==> src/relay_pkg.sv <==
// Shared constants and types for the bus frame to host relay.
package relay_pkg;
	// Register byte offsets on the APB bus.
	localparam logic [7:0] CONFIG_OFS = 8'h00;
	localparam logic [7:0] STATUS_OFS = 8'h04;
	localparam logic [7:0] POLL_SLOT_OFS = 8'h08;
	localparam logic [7:0] POLL_ADDR_OFS = 8'h0C;
	localparam logic [7:0] MPOLL_OFS = 8'h10;
	// Feature bits in the configuration register.
	localparam int FEAT_MARKER = 0;
	localparam int FEAT_CRC = 1;
	localparam int FEAT_AUTOPOLL = 2;
	localparam int MODE_LSB = 4;
	// Host link modes.
	localparam logic [1:0] MODE_SPI = 2'h0;
	localparam logic [1:0] MODE_UART8 = 2'h1;
	localparam logic [1:0] MODE_UART9 = 2'h2;
	// Kinds of byte arriving from the bus side.
	localparam logic [1:0] KIND_CTRL = 2'h0;
	localparam logic [1:0] KIND_DATA = 2'h1;
	localparam logic [1:0] KIND_END = 2'h2;
	localparam logic [1:0] KIND_ECHO = 2'h3;
	// Error flag positions in the end byte from the bus receiver.
	localparam int END_RX_ERR = 0;
	localparam int END_TIMING_ERR = 1;
	// Frame state byte layout; bit 4 is reserved and reads zero.
	localparam logic [7:0] FSTATE_CODE = 8'h03;
	localparam int FS_RX_ERR = 7;
	localparam int FS_CSUM_ERR = 6;
	localparam int FS_TIMING_ERR = 5;
	// Control byte classification.
	localparam logic [7:0] CTRL_MASK = 8'hD3;
	localparam logic [7:0] CTRL_STD = 8'h90;
	localparam logic [7:0] CTRL_EXT = 8'h10;
	localparam logic [7:0] CTRL_POLL = 8'hF0;
	// Frame end marker code and checksum target.
	localparam logic [7:0] FRAME_END_CODE = 8'hCB;
	localparam logic [7:0] CSUM_OK = 8'hFF;
	// Byte positions inside a frame, control byte at index 0.
	localparam logic [8:0] IDX_LEN_STD = 9'h005;
	localparam logic [8:0] IDX_LEN_EXT = 9'h006;
	localparam logic [8:0] IDX_PADDR_HI = 9'h003;
	localparam logic [8:0] IDX_PADDR_LO = 9'h004;
	localparam logic [8:0] IDX_SLOTS = 9'h005;
	localparam logic [8:0] LEN_EXTRA_STD = 9'h008;
	localparam logic [8:0] LEN_EXTRA_EXT = 9'h009;
	// Frame check generator.
	localparam logic [15:0] CRC_INIT = 16'hFFFF;
	localparam logic [15:0] CRC_POLY = 16'h1021;
	// Silence that ends a frame without marker.
	localparam longint GAP_TIME_NS = 2600000;
	localparam longint CLK_MHZ = 50;
	localparam longint GAP_CYCLES_DFLT = (GAP_TIME_NS * CLK_MHZ + 999) / 1000;
	localparam int GAP_W = 18;
	typedef enum logic [8:0] {
		S_IDLE = 9'h001,
		S_FRAME = 9'h002,
		S_SKIP = 9'h004,
		S_STATE = 9'h008,
		S_CRCH = 9'h010,
		S_CRCL = 9'h020,
		S_MARK = 9'h040,
		S_MSTATE = 9'h080,
		S_GAP = 9'h100
	} seq_type;
endpackage

==> src/bus_frame_host_relay.sv <==
// Relays received bus frames to the host byte stream with checks, CRC and end marking.
//
// Local design decisions: the APB register port and the register offsets.
`timescale 1ns/1ps
module bus_frame_host_relay #(
	parameter int GAP_CYCLES = int'(relay_pkg::GAP_CYCLES_DFLT)
) (
	input wire logic pclk,
	input wire logic presetn,
	input wire logic psel,
	input wire logic penable,
	input wire logic pwrite,
	input wire logic [7:0] paddr,
	input wire logic [31:0] pwdata,
	output logic [31:0] prdata,
	output logic pready,
	output logic pslverr,
	input wire logic in_valid,
	input wire logic [1:0] in_kind,
	input wire logic [7:0] in_data,
	output logic in_ready,
	output logic host_valid,
	output logic [7:0] host_data,
	input wire logic host_ready,
	output logic poll_strobe,
	output logic [3:0] poll_slot_out,
	output logic [7:0] poll_state_out,
	output logic bus_tx_valid,
	output logic [7:0] bus_tx_data,
	input wire logic bus_tx_ready
);
	import relay_pkg::*;

	typedef struct packed {
		seq_type state;
		logic host_valid;
		logic [7:0] host_data;
		logic in_ready;
		logic dup;
		logic [15:0] crc;
		logic [7:0] xsum;
		logic [8:0] cnt;
		logic [8:0] len;
		logic ext;
		logic poll;
		logic [7:0] fstate;
		logic [2:0] feat;
		logic [1:0] mode;
		logic [3:0] poll_slot;
		logic [7:0] poll_pstate;
		logic [15:0] poll_addr;
		logic poll_armed;
		logic [15:0] rx_paddr;
		logic poll_strobe;
		logic btx_valid;
		logic [7:0] btx_data;
		logic pready;
		logic [31:0] prdata;
		logic pslverr;
		logic [GAP_W-1:0] gap;
	} relay_type;

	relay_type r_reg;
	relay_type r_next;

	// Byte-wise CRC step, no reflection and no final xor.
	function automatic logic [15:0] crc_step(input logic [15:0] c, input logic [7:0] b);
		logic [15:0] v;
		v = c ^ {b, 8'h00};
		for (int i = 0; i < 8; i++) begin
			v = v[15] ? ((v << 1) ^ CRC_POLY) : (v << 1);
		end
		return v;
	endfunction

	// Next state after the frame body, chosen from mode and features.
	function automatic seq_type after_body(input logic [2:0] f, input logic [1:0] m);
		if (f[FEAT_MARKER]) begin
			return f[FEAT_CRC] ? S_CRCH : S_MARK;
		end else if (m != MODE_UART9) begin
			return S_STATE;
		end
		return f[FEAT_CRC] ? S_CRCH : S_GAP;
	endfunction

	logic emit;
	logic [7:0] ob;
	logic [15:0] cbase;
	logic free;
	logic [8:0] expect_len;
	logic ce;

	// Sequencer, bus slave and poll handling all compute one next copy of the state.
	always_comb begin
		r_next = r_reg;
		emit = 1'b0;
		ob = 8'h00;
		cbase = r_reg.crc;
		expect_len = r_reg.len + (r_reg.ext ? LEN_EXTRA_EXT : LEN_EXTRA_STD);
		ce = 1'b0;
		r_next.pready = 1'b0;
		r_next.pslverr = 1'b0;
		r_next.poll_strobe = 1'b0;
		if (r_reg.host_valid && host_ready) begin
			r_next.host_valid = 1'b0;
		end
		if (r_reg.btx_valid && bus_tx_ready) begin
			r_next.btx_valid = 1'b0;
		end
		free = !r_reg.host_valid || host_ready;
		case (r_reg.state)
			S_IDLE, S_FRAME, S_SKIP: begin
				if (free && r_reg.dup) begin
					emit = 1'b1;
					ob = FRAME_END_CODE;
					r_next.dup = 1'b0;
				end else if (free && in_valid && r_reg.in_ready) begin
					case (in_kind)
						KIND_CTRL: begin
							if (r_reg.state == S_IDLE) begin
								cbase = CRC_INIT;
								r_next.xsum = in_data;
								r_next.cnt = 9'h001;
								r_next.len = 9'h000;
								r_next.ext = (in_data & CTRL_MASK) == CTRL_EXT;
								r_next.poll = in_data == CTRL_POLL;
								if (((in_data & CTRL_MASK) == CTRL_STD) ||
									((in_data & CTRL_MASK) == CTRL_EXT) ||
									(in_data == CTRL_POLL)) begin
									emit = 1'b1;
									ob = in_data;
									r_next.state = S_FRAME;
								end else begin
									r_next.state = S_SKIP;
								end
							end
						end
						KIND_DATA: begin
							if (r_reg.state == S_FRAME) begin
								emit = 1'b1;
								ob = in_data;
								r_next.dup = r_reg.feat[FEAT_MARKER] &&
									(in_data == FRAME_END_CODE);
								r_next.xsum = r_reg.xsum ^ in_data;
								r_next.cnt = r_reg.cnt + 9'h001;
								if (!r_reg.poll && !r_reg.ext && r_reg.cnt == IDX_LEN_STD) begin
									r_next.len = {5'h00, in_data[3:0]};
								end
								if (!r_reg.poll && r_reg.ext && r_reg.cnt == IDX_LEN_EXT) begin
									r_next.len = {1'b0, in_data};
								end
								if (r_reg.poll && r_reg.cnt == IDX_PADDR_HI) begin
									r_next.rx_paddr[15:8] = in_data;
								end
								if (r_reg.poll && r_reg.cnt == IDX_PADDR_LO) begin
									r_next.rx_paddr[7:0] = in_data;
								end
								if (r_reg.poll && r_reg.cnt == IDX_SLOTS && r_reg.poll_armed &&
									r_reg.rx_paddr == r_reg.poll_addr &&
									in_data[3:0] > r_reg.poll_slot) begin
									r_next.poll_strobe = 1'b1;
									r_next.poll_armed = r_reg.feat[FEAT_AUTOPOLL];
								end
							end
						end
						KIND_END: begin
							if (r_reg.state == S_FRAME) begin
								ce = !r_reg.poll &&
									((r_reg.xsum != CSUM_OK) || (r_reg.cnt != expect_len));
								r_next.fstate = FSTATE_CODE;
								r_next.fstate[FS_RX_ERR] = in_data[END_RX_ERR];
								r_next.fstate[FS_CSUM_ERR] = ce;
								r_next.fstate[FS_TIMING_ERR] = in_data[END_TIMING_ERR];
								r_next.state = after_body(r_reg.feat, r_reg.mode);
								r_next.gap = '0;
							end else if (r_reg.state == S_SKIP) begin
								r_next.state = S_IDLE;
							end
						end
						default: begin
							if (r_reg.state == S_IDLE) begin
								emit = 1'b1;
								ob = in_data;
								r_next.dup = r_reg.feat[FEAT_MARKER] &&
									(in_data == FRAME_END_CODE);
							end
						end
					endcase
				end
			end
			S_STATE: begin
				if (free) begin
					emit = 1'b1;
					ob = r_reg.fstate;
					r_next.state = r_reg.feat[FEAT_CRC] ? S_CRCH : S_GAP;
				end
			end
			S_CRCH: begin
				if (free) begin
					emit = 1'b1;
					ob = r_reg.crc[15:8];
					r_next.state = S_CRCL;
				end
			end
			S_CRCL: begin
				if (free) begin
					emit = 1'b1;
					ob = r_reg.crc[7:0];
					r_next.state = r_reg.feat[FEAT_MARKER] ? S_MARK : S_GAP;
				end
			end
			S_MARK: begin
				if (free) begin
					emit = 1'b1;
					ob = FRAME_END_CODE;
					r_next.state = S_MSTATE;
				end
			end
			S_MSTATE: begin
				if (free) begin
					emit = 1'b1;
					ob = r_reg.fstate;
					r_next.state = S_IDLE;
				end
			end
			S_GAP: begin
				if (!r_reg.host_valid) begin
					if (r_reg.gap == GAP_W'(GAP_CYCLES - 1)) begin
						r_next.state = S_IDLE;
					end else begin
						r_next.gap = r_reg.gap + 1'b1;
					end
				end
			end
			default: begin
				r_next.state = S_IDLE;
			end
		endcase
		// CRC bytes themselves are not folded into the running value.
		if (emit) begin
			r_next.host_valid = 1'b1;
			r_next.host_data = ob;
			if (r_reg.state != S_CRCH && r_reg.state != S_CRCL) begin
				r_next.crc = crc_step(cbase, ob);
			end
		end
		// APB slave answers one cycle into the access phase.
		if (psel && penable && !r_reg.pready) begin
			r_next.pready = 1'b1;
			r_next.prdata = 32'h0000_0000;
			case (paddr)
				CONFIG_OFS: begin
					if (pwrite) begin
						r_next.feat = r_reg.feat | pwdata[2:0];
						r_next.mode = pwdata[MODE_LSB+1:MODE_LSB];
					end
					r_next.prdata = {26'h0, r_reg.mode, 1'b0, r_reg.feat};
				end
				STATUS_OFS: begin
					r_next.prdata = {23'h0, r_reg.poll_armed, r_reg.fstate};
				end
				POLL_SLOT_OFS: begin
					if (pwrite) begin
						r_next.poll_slot = pwdata[3:0];
						r_next.poll_pstate = pwdata[15:8];
						r_next.poll_armed = 1'b1;
					end
					r_next.prdata = {16'h0, r_reg.poll_pstate, 4'h0, r_reg.poll_slot};
				end
				POLL_ADDR_OFS: begin
					if (pwrite) begin
						r_next.poll_addr = pwdata[15:0];
					end
					r_next.prdata = {16'h0, r_reg.poll_addr};
				end
				MPOLL_OFS: begin
					if (pwrite && !r_reg.btx_valid) begin
						r_next.btx_valid = 1'b1;
						r_next.btx_data = pwdata[7:0];
					end else if (pwrite) begin
						r_next.pslverr = 1'b1;
					end
					r_next.prdata = {31'h0, r_reg.btx_valid};
				end
				default: begin
					r_next.pslverr = 1'b1;
				end
			endcase
		end
		r_next.in_ready = ((r_next.state == S_IDLE) || (r_next.state == S_FRAME) ||
			(r_next.state == S_SKIP)) && !r_next.dup && !r_next.host_valid;
	end

	// State register.
	always_ff @(posedge pclk or negedge presetn) begin
		if (!presetn) begin
			r_reg <= '0;
			r_reg.state <= S_IDLE;
			r_reg.crc <= CRC_INIT;
		end else begin
			r_reg <= r_next;
		end
	end

	// Outputs straight from the state register.
	assign prdata = r_reg.prdata;
	assign pready = r_reg.pready;
	assign pslverr = r_reg.pslverr;
	assign in_ready = r_reg.in_ready;
	assign host_valid = r_reg.host_valid;
	assign host_data = r_reg.host_data;
	assign poll_strobe = r_reg.poll_strobe;
	assign poll_slot_out = r_reg.poll_slot;
	assign poll_state_out = r_reg.poll_pstate;
	assign bus_tx_valid = r_reg.btx_valid;
	assign bus_tx_data = r_reg.btx_data;
endmodule

==> config.mk <==
export PLATFORM = sky130hd
export DESIGN_NAME = bus_frame_host_relay
export DESIGN_NICKNAME = d
export VERILOG_FILES = /design/src/relay_pkg.sv /design/src/bus_frame_host_relay.sv
export SDC_FILE = /design/constraint.sdc
export NUM_CORES = 1
export LEC_CHECK = 0
export ABC_CLOCK_PERIOD_IN_PS = 3300
export BUFFER_PORTS_ARGS = -buffer_cell sky130_fd_sc_hd__buf_4
export CAP_MARGIN = 0
export CORE_MARGIN = 2
export CORE_UTILIZATION = 30
export CTS_CLUSTER_DIAMETER = 150
export CTS_CLUSTER_SIZE = 10
export DETAILED_ROUTE_END_ITERATION = 7
export HOLD_SLACK_MARGIN = 0.15
export SYNTH_ARGS = -nofsm -noshare
export SYNTH_HDL_FRONTEND = slang
export SYNTH_SLANG_ARGS = --single-unit
==> constraint.sdc <==
create_clock -name pclk -period 3.3 [get_ports pclk]
set_clock_uncertainty 0.15 [all_clocks]
set_input_delay 0.165 -clock pclk [delete_from_list [all_inputs] [get_ports pclk]]
set_output_delay 0.165 -clock pclk [all_outputs]
set_load 0.02 [all_outputs]
# Word level (Yosys, flattened, before mapping)
# Index checks and enable logic that the tools add are counted.
# op_classes
n_bitwise	12
n_addsub	3
n_mux	103
n_eq_ne	42
reduce_logical	57
n_lt_le_gt_ge	1
# op_table
op	count
18-bit 2-to-1 mux	11
9-bit 2-to-1 mux	22
13-bit 2-to-1 mux	8
8-bit 2-to-1 mux	12
16-bit 2-to-1 mux	5
16-bit one-hot mux with 5 select lines	1
9-bit one-hot mux with 7 select lines	1
26-bit one-hot mux with 2 select lines	1
9-bit by 3-bit == test with 1-bit output, second input constant	5
43-bit 2-to-1 mux	1
8-bit one-hot mux with 5 select lines	1
18-bit one-hot mux with 2 select lines	1
1-bit 2-to-1 mux	29
28-bit 2-to-1 mux	1
9-bit by 2-bit == test with 1-bit output, second input constant	3
26-bit 2-to-1 mux	1
3-bit inverter	8
8-bit one-hot mux with 3 select lines	1
1-bit logical AND	23
18-bit by 1-bit adder with 18-bit output, second input constant	1
18-bit by 17-bit == test with 1-bit output, second input constant	1
9-bit by 1-bit == test with 1-bit output, second input constant	2
9-bit one-hot mux with 2 select lines	1
6-bit AND reduction	3
other kinds (46)	75
# totals
wordCells	245
register_bits	181
in_bits	58
out_inout_bits	66

# Depth between registers and ports, before layout
# Gate-level depths: netlist of run 1.
# depth
word_depth	26
mapped_depth	13
ltp_nobuf	10

# Least setup slack after synthesis of run 1
# No wires, ideal clock.
# synth_timing
path_kind	reg2reg
from	register r_reg[182] (netlist bit)
to	register r_reg[154] (netlist bit)
period_less_slack_ns	3.078
slack_ns	0.222
stages_incl_launch_ff	12
t_arrival_ns	2.856
setup_ns	0.072
n_path_buf	3
t_required_ns	3.078
cell_sequence	dfrtp_1 > buf_6 > or4_4 > buf_6 > or3_4 > nor4b_4 > or2_2 > buf_6 > a31o_1 > xnor3_1 > xnor2_1 > o21ai_1
# synth_via
elab_chain_cells	15
word_cells_on_any_way	45
classes_between	eq/ne (10); mux (27); bitwise (3); reduce/logical (5)
# synth_lines
item	line_no	text
start: declaration	bus_frame_host_relay.sv:63	relay_type r_reg;
start signal: assignment	bus_frame_host_relay.sv:301	r_reg <= r_next;
9-bit by 1-bit == test with 1-bit output or 9-bit by 2-bit == test with 1-bit output (tied branches)	n/a	
8-bit 2-to-1 mux, or another cell as far along	bus_frame_host_relay.sv:181	if (r_reg.state == S_IDLE) begin
8-bit one-hot mux with 3 select lines or 16-bit 2-to-1 mux (tied branches)	bus_frame_host_relay.sv:118	case (in_kind)
8-bit 2-to-1 mux or 16-bit 2-to-1 mux (tied branches)	bus_frame_host_relay.sv:117	end else if (free && in_valid && r_reg.in_ready) begin
8-bit 2-to-1 mux or 16-bit 2-to-1 mux (tied branches)	bus_frame_host_relay.sv:113	if (free && r_reg.dup) begin
8-bit one-hot mux with 5 select lines or 16-bit 2-to-1 mux (tied branches)	bus_frame_host_relay.sv:111	case (r_reg.state)
16-bit XOR	bus_frame_host_relay.sv:69	v = c ^ {b, 8'h00};
13-bit 2-to-1 mux (5 in series)	bus_frame_host_relay.sv:71	v = v[15] ? ((v << 1) ^ CRC_POLY) : (v << 1);
3-bit inverter (no source line)	n/a	
13-bit 2-to-1 mux (2 in series)	bus_frame_host_relay.sv:71	
# Several ways; a longest one is shown, not always the timed one.
# A chain may end at the register's enable or synchronous reset.

# Final worst setup path of run 1
# layout_timing
from	register r_reg[175] (netlist bit)
to	register r_reg[154] (netlist bit)
# Same word-level chain as after synthesis.

==> results of run 1 <==
stage by stage:
step                std cells  cell area [um^2]  util [%]  setup WS (ns)
global route             1478             11260     36.81       0.004490
finish                   1478             11260     36.81         0.1733
CTS                      1475             11220     36.69         0.1204
global placement         1402             10200     33.36         0.1880
floorplan                 986              9387         -         0.2218
detailed placement       1402             10200     33.36         0.1452
power breakdown:
part | internal, mW | switching, mW | leakage (nW) | total (mW)
clock network | 1.03 | 0.989 | 0.293 | 2.02
logic | 0.838 | 0.996 | 2.84 | 1.83
registers | 2.32 | 0.230 | 2.16 | 2.55
worst max path at each step:
| stage | from | endpoint | slack [ns] | cells past startpoint |
|---|---|---|---|---|
| after detailed placement | r_reg[176]$_DFF_PN0_ | r_reg[162]$_DFFE_PN1P_ | 0.15 | 8 |
| after floorplan | r_reg[182]$_DFF_PN0_ | r_reg[154]$_DFFE_PN1P_ | 0.22 | 11 |
| after global routing | r_reg[176]$_DFF_PN0_ | r_reg[162]$_DFFE_PN1P_ | 0.004 | 8 |
| after CTS | r_reg[176]$_DFF_PN0_ | r_reg[162]$_DFFE_PN1P_ | 0.12 | 8 |
| final | r_reg[175]$_DFF_PN1_ | r_reg[154]$_DFFE_PN1P_ | 0.17 | 9 |
| after global placement | r_reg[176]$_DFF_PN0_ | r_reg[154]$_DFFE_PN1P_ | 0.19 | 8 |
cell type report:
class,instances,share of cell area (%)
clock buffer,17,3.778
clock inverter,15,1.622
inverter,17,0.5667
multi-input combinational,693,40.36
sequential,163,36.42
tap,396,4.400
timing repair buffer,177,12.86
routing by layer:
| layer | GRT usage [%] | share of wire [%] | up-vias |
|---|---|---|---|
| met1 | 20.53 | 47 | 3579 |
| li1 | - | - | 3532 |
| met5 | 0 | 0 | - |
| met3 | 2.466 | 4.0 | 34 |
| met4 | 4.677 | 1.9 | 0 |
| met2 | 23.24 | 47 | 173 |
cell usage in the layout, fill, tap and decap left out, drive strengths merged, types with 24 or more instances in the layout:
cell type	synthesis	final
a21oi	31	31
buf	78	136
dfrtp	146	146
dlygate4sd3	0	41
inv	17	24
mux2	60	60
nand2	113	113
nand3	32	32
nor2	85	85
o21ai	62	62
xnor2	28	28
xor2	38	38
cells by family after synthesis:
group	count (synthesis)	synth area share [%]
simple gates	353	18.73
compound gates	163	11.28
flops	163	43.95
buf+inv	130	8.100
mux	81	9.494
xor+xnor	69	6.933
fa+ha+maj	11	1.475
other cells	1	0.04019
timing repair:
action,CTS,global route
gates resized for setup,0,4
hold buffers,41,0
setup endpoints to repair,0,12
setup buffers,0,3
endpoints found under the hold margin,174,0
==> summary.txt, run 1 <==
Outcome: completed
Total Die Area: 32530 um^2
Depth of the worst register-to-register path: 9
Horizontal die dimension: 180.4 um
Synth Area per Inst: 9.609 um^2
Share of cells above drive strength 1: 25.60%
Number of warnings reported in the yosys synthesis log: 0
Number of fill cells: 3100
Total via count after detailed routing: 7318
Required @ worst endpoint: 3.52 ns
Ranking of synthesized cells by area: sky130_fd_sc_hd__dfrtp_1 39%, sky130_fd_sc_hd__mux2_2 7.2%, sky130_fd_sc_hd__buf_4 4.8%
Clock tree from TritonCTS: yes
Worst-case hold slack: 0.1433 ns
Synthesis-to-layout area growth: 20.69%
Max FO, Critical Path: 9
Delay contributed by the slowest stage of the critical path: 0.60 ns
HP Class: input pin to asynchronous set/reset pin
Dominant synthesized flop cell: sky130_fd_sc_hd__dfrtp_1
Wire length of the first global-routing pass: 38750 um
Clock buffer count from CTS: 17
Fmax: 0.3198 GHz
Cell family with most CP delay: simple AND/OR/NAND/NOR gates
Area leader, netlist: sky130_fd_sc_hd__dfrtp_1
Number of hold violations in the final report: 0
Maximum number of pins on one net before global-route repair: 73
Buffers and inverters on the worst path: 1
Total global routing overflow: 0
LEAKAGE: 5.294 nW
Async set-or-reset flop fraction in the synthesized netlist: 100.0%
Number of diodes added for antenna fixing: 0
Startpoint of the lowest-slack register-to-register path: r_reg[175]$_DFF_PN1_
Top Ports: 124
Starting Density: 30.50%
Element type at the critical path end: flip-flop
CP Cell Sequence: buf_4 -> or4_1 -> or2_2 -> o32a_1 -> o211ai_1 -> a31o_1 -> xnor3_1 -> xnor2_1 -> o21ai_1
Worst slew slack as a fraction of its limit: 40.29%
Critical Path Start Type: flip-flop
Seq cells post-synth: 163
Dpl hpwl: 17400 um
Post-layout net count: 1138
Per-cell routed wire length: 16.15 um
Post-synth design cell area: 9330 um^2
Total length of routed wires: 23870 um
Fraction of the cycle the final worst path needs: 94.75%
Total negative slack for setup checks: 0 ns
Commonest cells in the synthesized netlist: 146 x sky130_fd_sc_hd__dfrtp_1, 113 x sky130_fd_sc_hd__nand2_1, 84 x sky130_fd_sc_hd__nor2_1
Worst path slowest cell: sky130_fd_sc_hd__or4_1
Final Max Tran Viols: 0
Final-report setup violation count: 0
Max rail drop VDD: 429.9 uV
Cells after synthesis: 971
Worst setup slack for register-to-register paths: 0.17 ns
Count of clock tree sinks: 163
Clock root buffer: sky130_fd_sc_hd__clkbuf_16
Maximum capacitance violations: 0
All-Layer GR Usage: 14.70%
Worst-margin pin slew: 0.8897 ns
Count of nets left with antenna violations after detail routing: 0
Core ar.: 30590 um^2
Sequential-to-total area share from yosys stat: 43.95%
Post-route DRC violation count: 0
Area occupied by multi-input gates: 4544 um^2
Category of the critical setup timing path: flip-flop to flip-flop
Std cell rows: 64
Pre-antenna DRT Iters: 5
Iteration-0 DRC Markers: 509
Vias in the first global route: 7159
Post-route minimum period: 3.127 ns
RSZ-0062 raised after global routing: false
Buffer levels on the longest clock path: 2
Via-per-instance ratio: 4.951
Storage element area: 4101 um^2
Synth top area share: 39.16%
Clk Latency, worst-skew pair: 0.44 ns
Clock slew seen by the registers of the worst setup and hold paths: 0.07 ns
Port Buffer Count: 91
Die extent in y: 180.4 um
Max FFs per register: 113
H-tree levels: 4
Endpoint of the worst-slack reg-to-reg timing path: r_reg[154]$_DFFE_PN1P_
Power Total: 6.401 mW
Arrival time reported for the critical path endpoint: 3.35 ns
Number of distinct standard cells referenced by the synthesized netlist: 80
Post-synth EDFFs: 0
Most frequent cell after synthesis: sky130_fd_sc_hd__dfrtp_1
Pwr/cell area: 568.5 nW/um^2
Antenna violations before repair: 0
Final GP Congestion: 0.8686
No activity file was read; power rests on OpenSTA's default activity.
==> inputs of run 2 (changes only) <==
Settings changed: CORE_ASPECT_RATIO set to 0.6, CORE_UTILIZATION 30 to 45, PLACE_DENSITY set to 0.67.
==> summary.txt, run 2 (synthesis gave the netlist of run 1 again) <==
Total global routing overflow: 0
Starting Density: 46.26%
Iteration-0 DRC Markers: 744
Max FO, Critical Path: 11
Antenna violations before repair: 0
All-Layer GR Usage: 23.49%
Endpoint of the worst-slack reg-to-reg timing path: r_reg[161]$_DFFE_PN1P_
Share of cells above drive strength 1: 24.84%
Post-route DRC violation count: 0
Depth of the worst register-to-register path: 8
Port Buffer Count: 91
Final Max Tran Viols: 0
Worst-margin pin slew: 0.9088 ns
Top library cells by usage in the layout, fill and taps aside: 146 x sky130_fd_sc_hd__dfrtp_1, 128 x sky130_fd_sc_hd__buf_4, 113 x sky130_fd_sc_hd__nand2_1, 84 x sky130_fd_sc_hd__nor2_1, 60 x sky130_fd_sc_hd__mux2_2
Total length of routed wires: 24550 um
Buffer levels on the longest clock path: 2
Wire length of the first global-routing pass: 39540 um
Total Die Area: 21940 um^2
Clock slew seen by the registers of the worst setup and hold paths: 0.06 ns
Clock tree from TritonCTS: yes
Pwr/cell area: 578.1 nW/um^2
Setup slack after layout: 0.1135 ns
Element type at the critical path end: flip-flop
Final-report setup violation count: 0
Maximum number of pins on one net before global-route repair: 64
Number of hold violations in the final report: 0
Startpoint of the lowest-slack register-to-register path: r_reg[175]$_DFF_PN1_
Final GP Congestion: 0.9308
Arrival time reported for the critical path endpoint: 3.41 ns
Post-route minimum period: 3.187 ns
Worst setup slack for register-to-register paths: 0.11 ns
Outcome: completed
Clock buffer count from CTS: 17
Count of nets left with antenna violations after detail routing: 0
Die extent in y: 115.5 um
Synthesis-to-layout area growth: 18.60%
Fraction of the cycle the final worst path needs: 96.56%
RSZ-0062 raised after global routing: false
Horizontal die dimension: 189.9 um
Top Ports: 124
Leading cell type in the layout, fill and taps excluded: sky130_fd_sc_hd__dfrtp_1
Fmax: 0.3138 GHz
Pre-antenna DRT Iters: 5
LEAKAGE: 5.269 nW
Clock root buffer: sky130_fd_sc_hd__clkbuf_16
Max rail drop VDD: 465.1 uV
Critical Path Start Type: flip-flop
Count of clock tree sinks: 163
Per-cell routed wire length: 18.15 um
Endpoint of the most critical setup path: r_reg[161]$_DFFE_PN1P_
Via-per-instance ratio: 5.500
Critical path launch point: r_reg[175]$_DFF_PN1_
Total via count after detailed routing: 7436
Category of the critical setup timing path: flip-flop to flip-flop
Max FFs per register: 113
Required @ worst endpoint: 3.52 ns
Maximum capacitance violations: 0
HP Class: input pin to asynchronous set/reset pin
Clk Latency, worst-skew pair: 0.44 ns
Total negative slack for setup checks: 0 ns
Post-layout net count: 1135
H-tree levels: 4
Std cell rows: 40
Pre-CTS worst setup slack: 0.09868 ns
Dpl hpwl: 17760 um
Worst slew slack as a fraction of its limit: 39.00%
Number of diodes added for antenna fixing: 0
Vias in the first global route: 7089
Core ar.: 20170 um^2
[run 2: changes by cell type in the layout (fill, tap and decap cells not counted), sizes merged]
| cell | change |
|---|---|
| clkinv | -4 |
| dlygate4sd3 | +1 |
| inv | -2 |
| clkinvlp | -1 |
| bufinv | +1 |
| clkbuf | +6 |
| buf | -4 |
[run 2: cell type report]
| type | count | area, um^2 |
|---|---|---|
| fillers | 1803 | 9104 |
| multi-input cells | 693 | 4534 |
| flip-flops and latches | 163 | 4100 |
| repair buffers | 174 | 1453 |
| clock buffers | 23 | 479.2 |
| well taps | 273 | 341.6 |
| clock inverters | 9 | 93.84 |
| inverters | 17 | 63.81 |
[run 2: worst min path at each step]
stage	end	cells after the start
finish	r_reg[83]$_DFFE_PN0P_	2
CTS	prdata[8]$_DFFE_PN0P_	2
global route	r_reg[108]$_DFFE_PN0P_	2
detailed placement	prdata[4]$_DFFE_PN0P_	1
floorplan	bus_tx_data[0]$_DFFE_PN0P_	0
global placement	bus_tx_valid$_DFF_PN0_	1
[run 2: what timing repair did]
item,CTS,global route
hold buffers,42,0
endpoints found under the hold margin,259,0
gates resized for setup,0,3
setup endpoints to repair,0,5
setup buffers,0,0
[run 2: report_power, final]
part	total, mW	internal (mW)	switching (mW)
Combinational	1.84	0.819	1.03
Clock	1.98	1.12	0.867
Sequential	2.57	2.32	0.247
[run 2: through the flow]
step                instances  utilization [%]  power, mW  area [um^2]  hold WS (ns)
finish                   1352            54.86      6.397        11070        0.1518
global route             1352            54.86      6.743        11070        0.1972
CTS                      1352            54.84      6.409        11060        0.1545
detailed placement       1278            49.92      4.373        10070       0.04630
global placement         1278            49.92      4.337        10070       0.04548
floorplan                 986                -      3.853         9387       -0.2806
[run 2: metal layers]
layer  wire length (um)  GRT usage, %  part of all wire (%)  up-vias
met1              12690         37.21                    52     3647
met2              10010         32.36                    41      244
met4                215         5.530                  0.88        0
met3               1628         4.846                   6.6       18
li1                   -             -                     -     3527
met5                  0             0                     0        -
[run 2: worst max-delay path: stages, from the launching register on]
cell	delay, ns
sky130_fd_sc_hd__dfstp_2	0.64
sky130_fd_sc_hd__or3b_2	0.52
sky130_fd_sc_hd__or3_4	0.40
sky130_fd_sc_hd__nor4b_4	0.24
sky130_fd_sc_hd__or2_4	0.22
sky130_fd_sc_hd__a31o_1	0.19
sky130_fd_sc_hd__xnor3_2	0.48
sky130_fd_sc_hd__xnor2_1	0.15
sky130_fd_sc_hd__o21ai_1	0.12
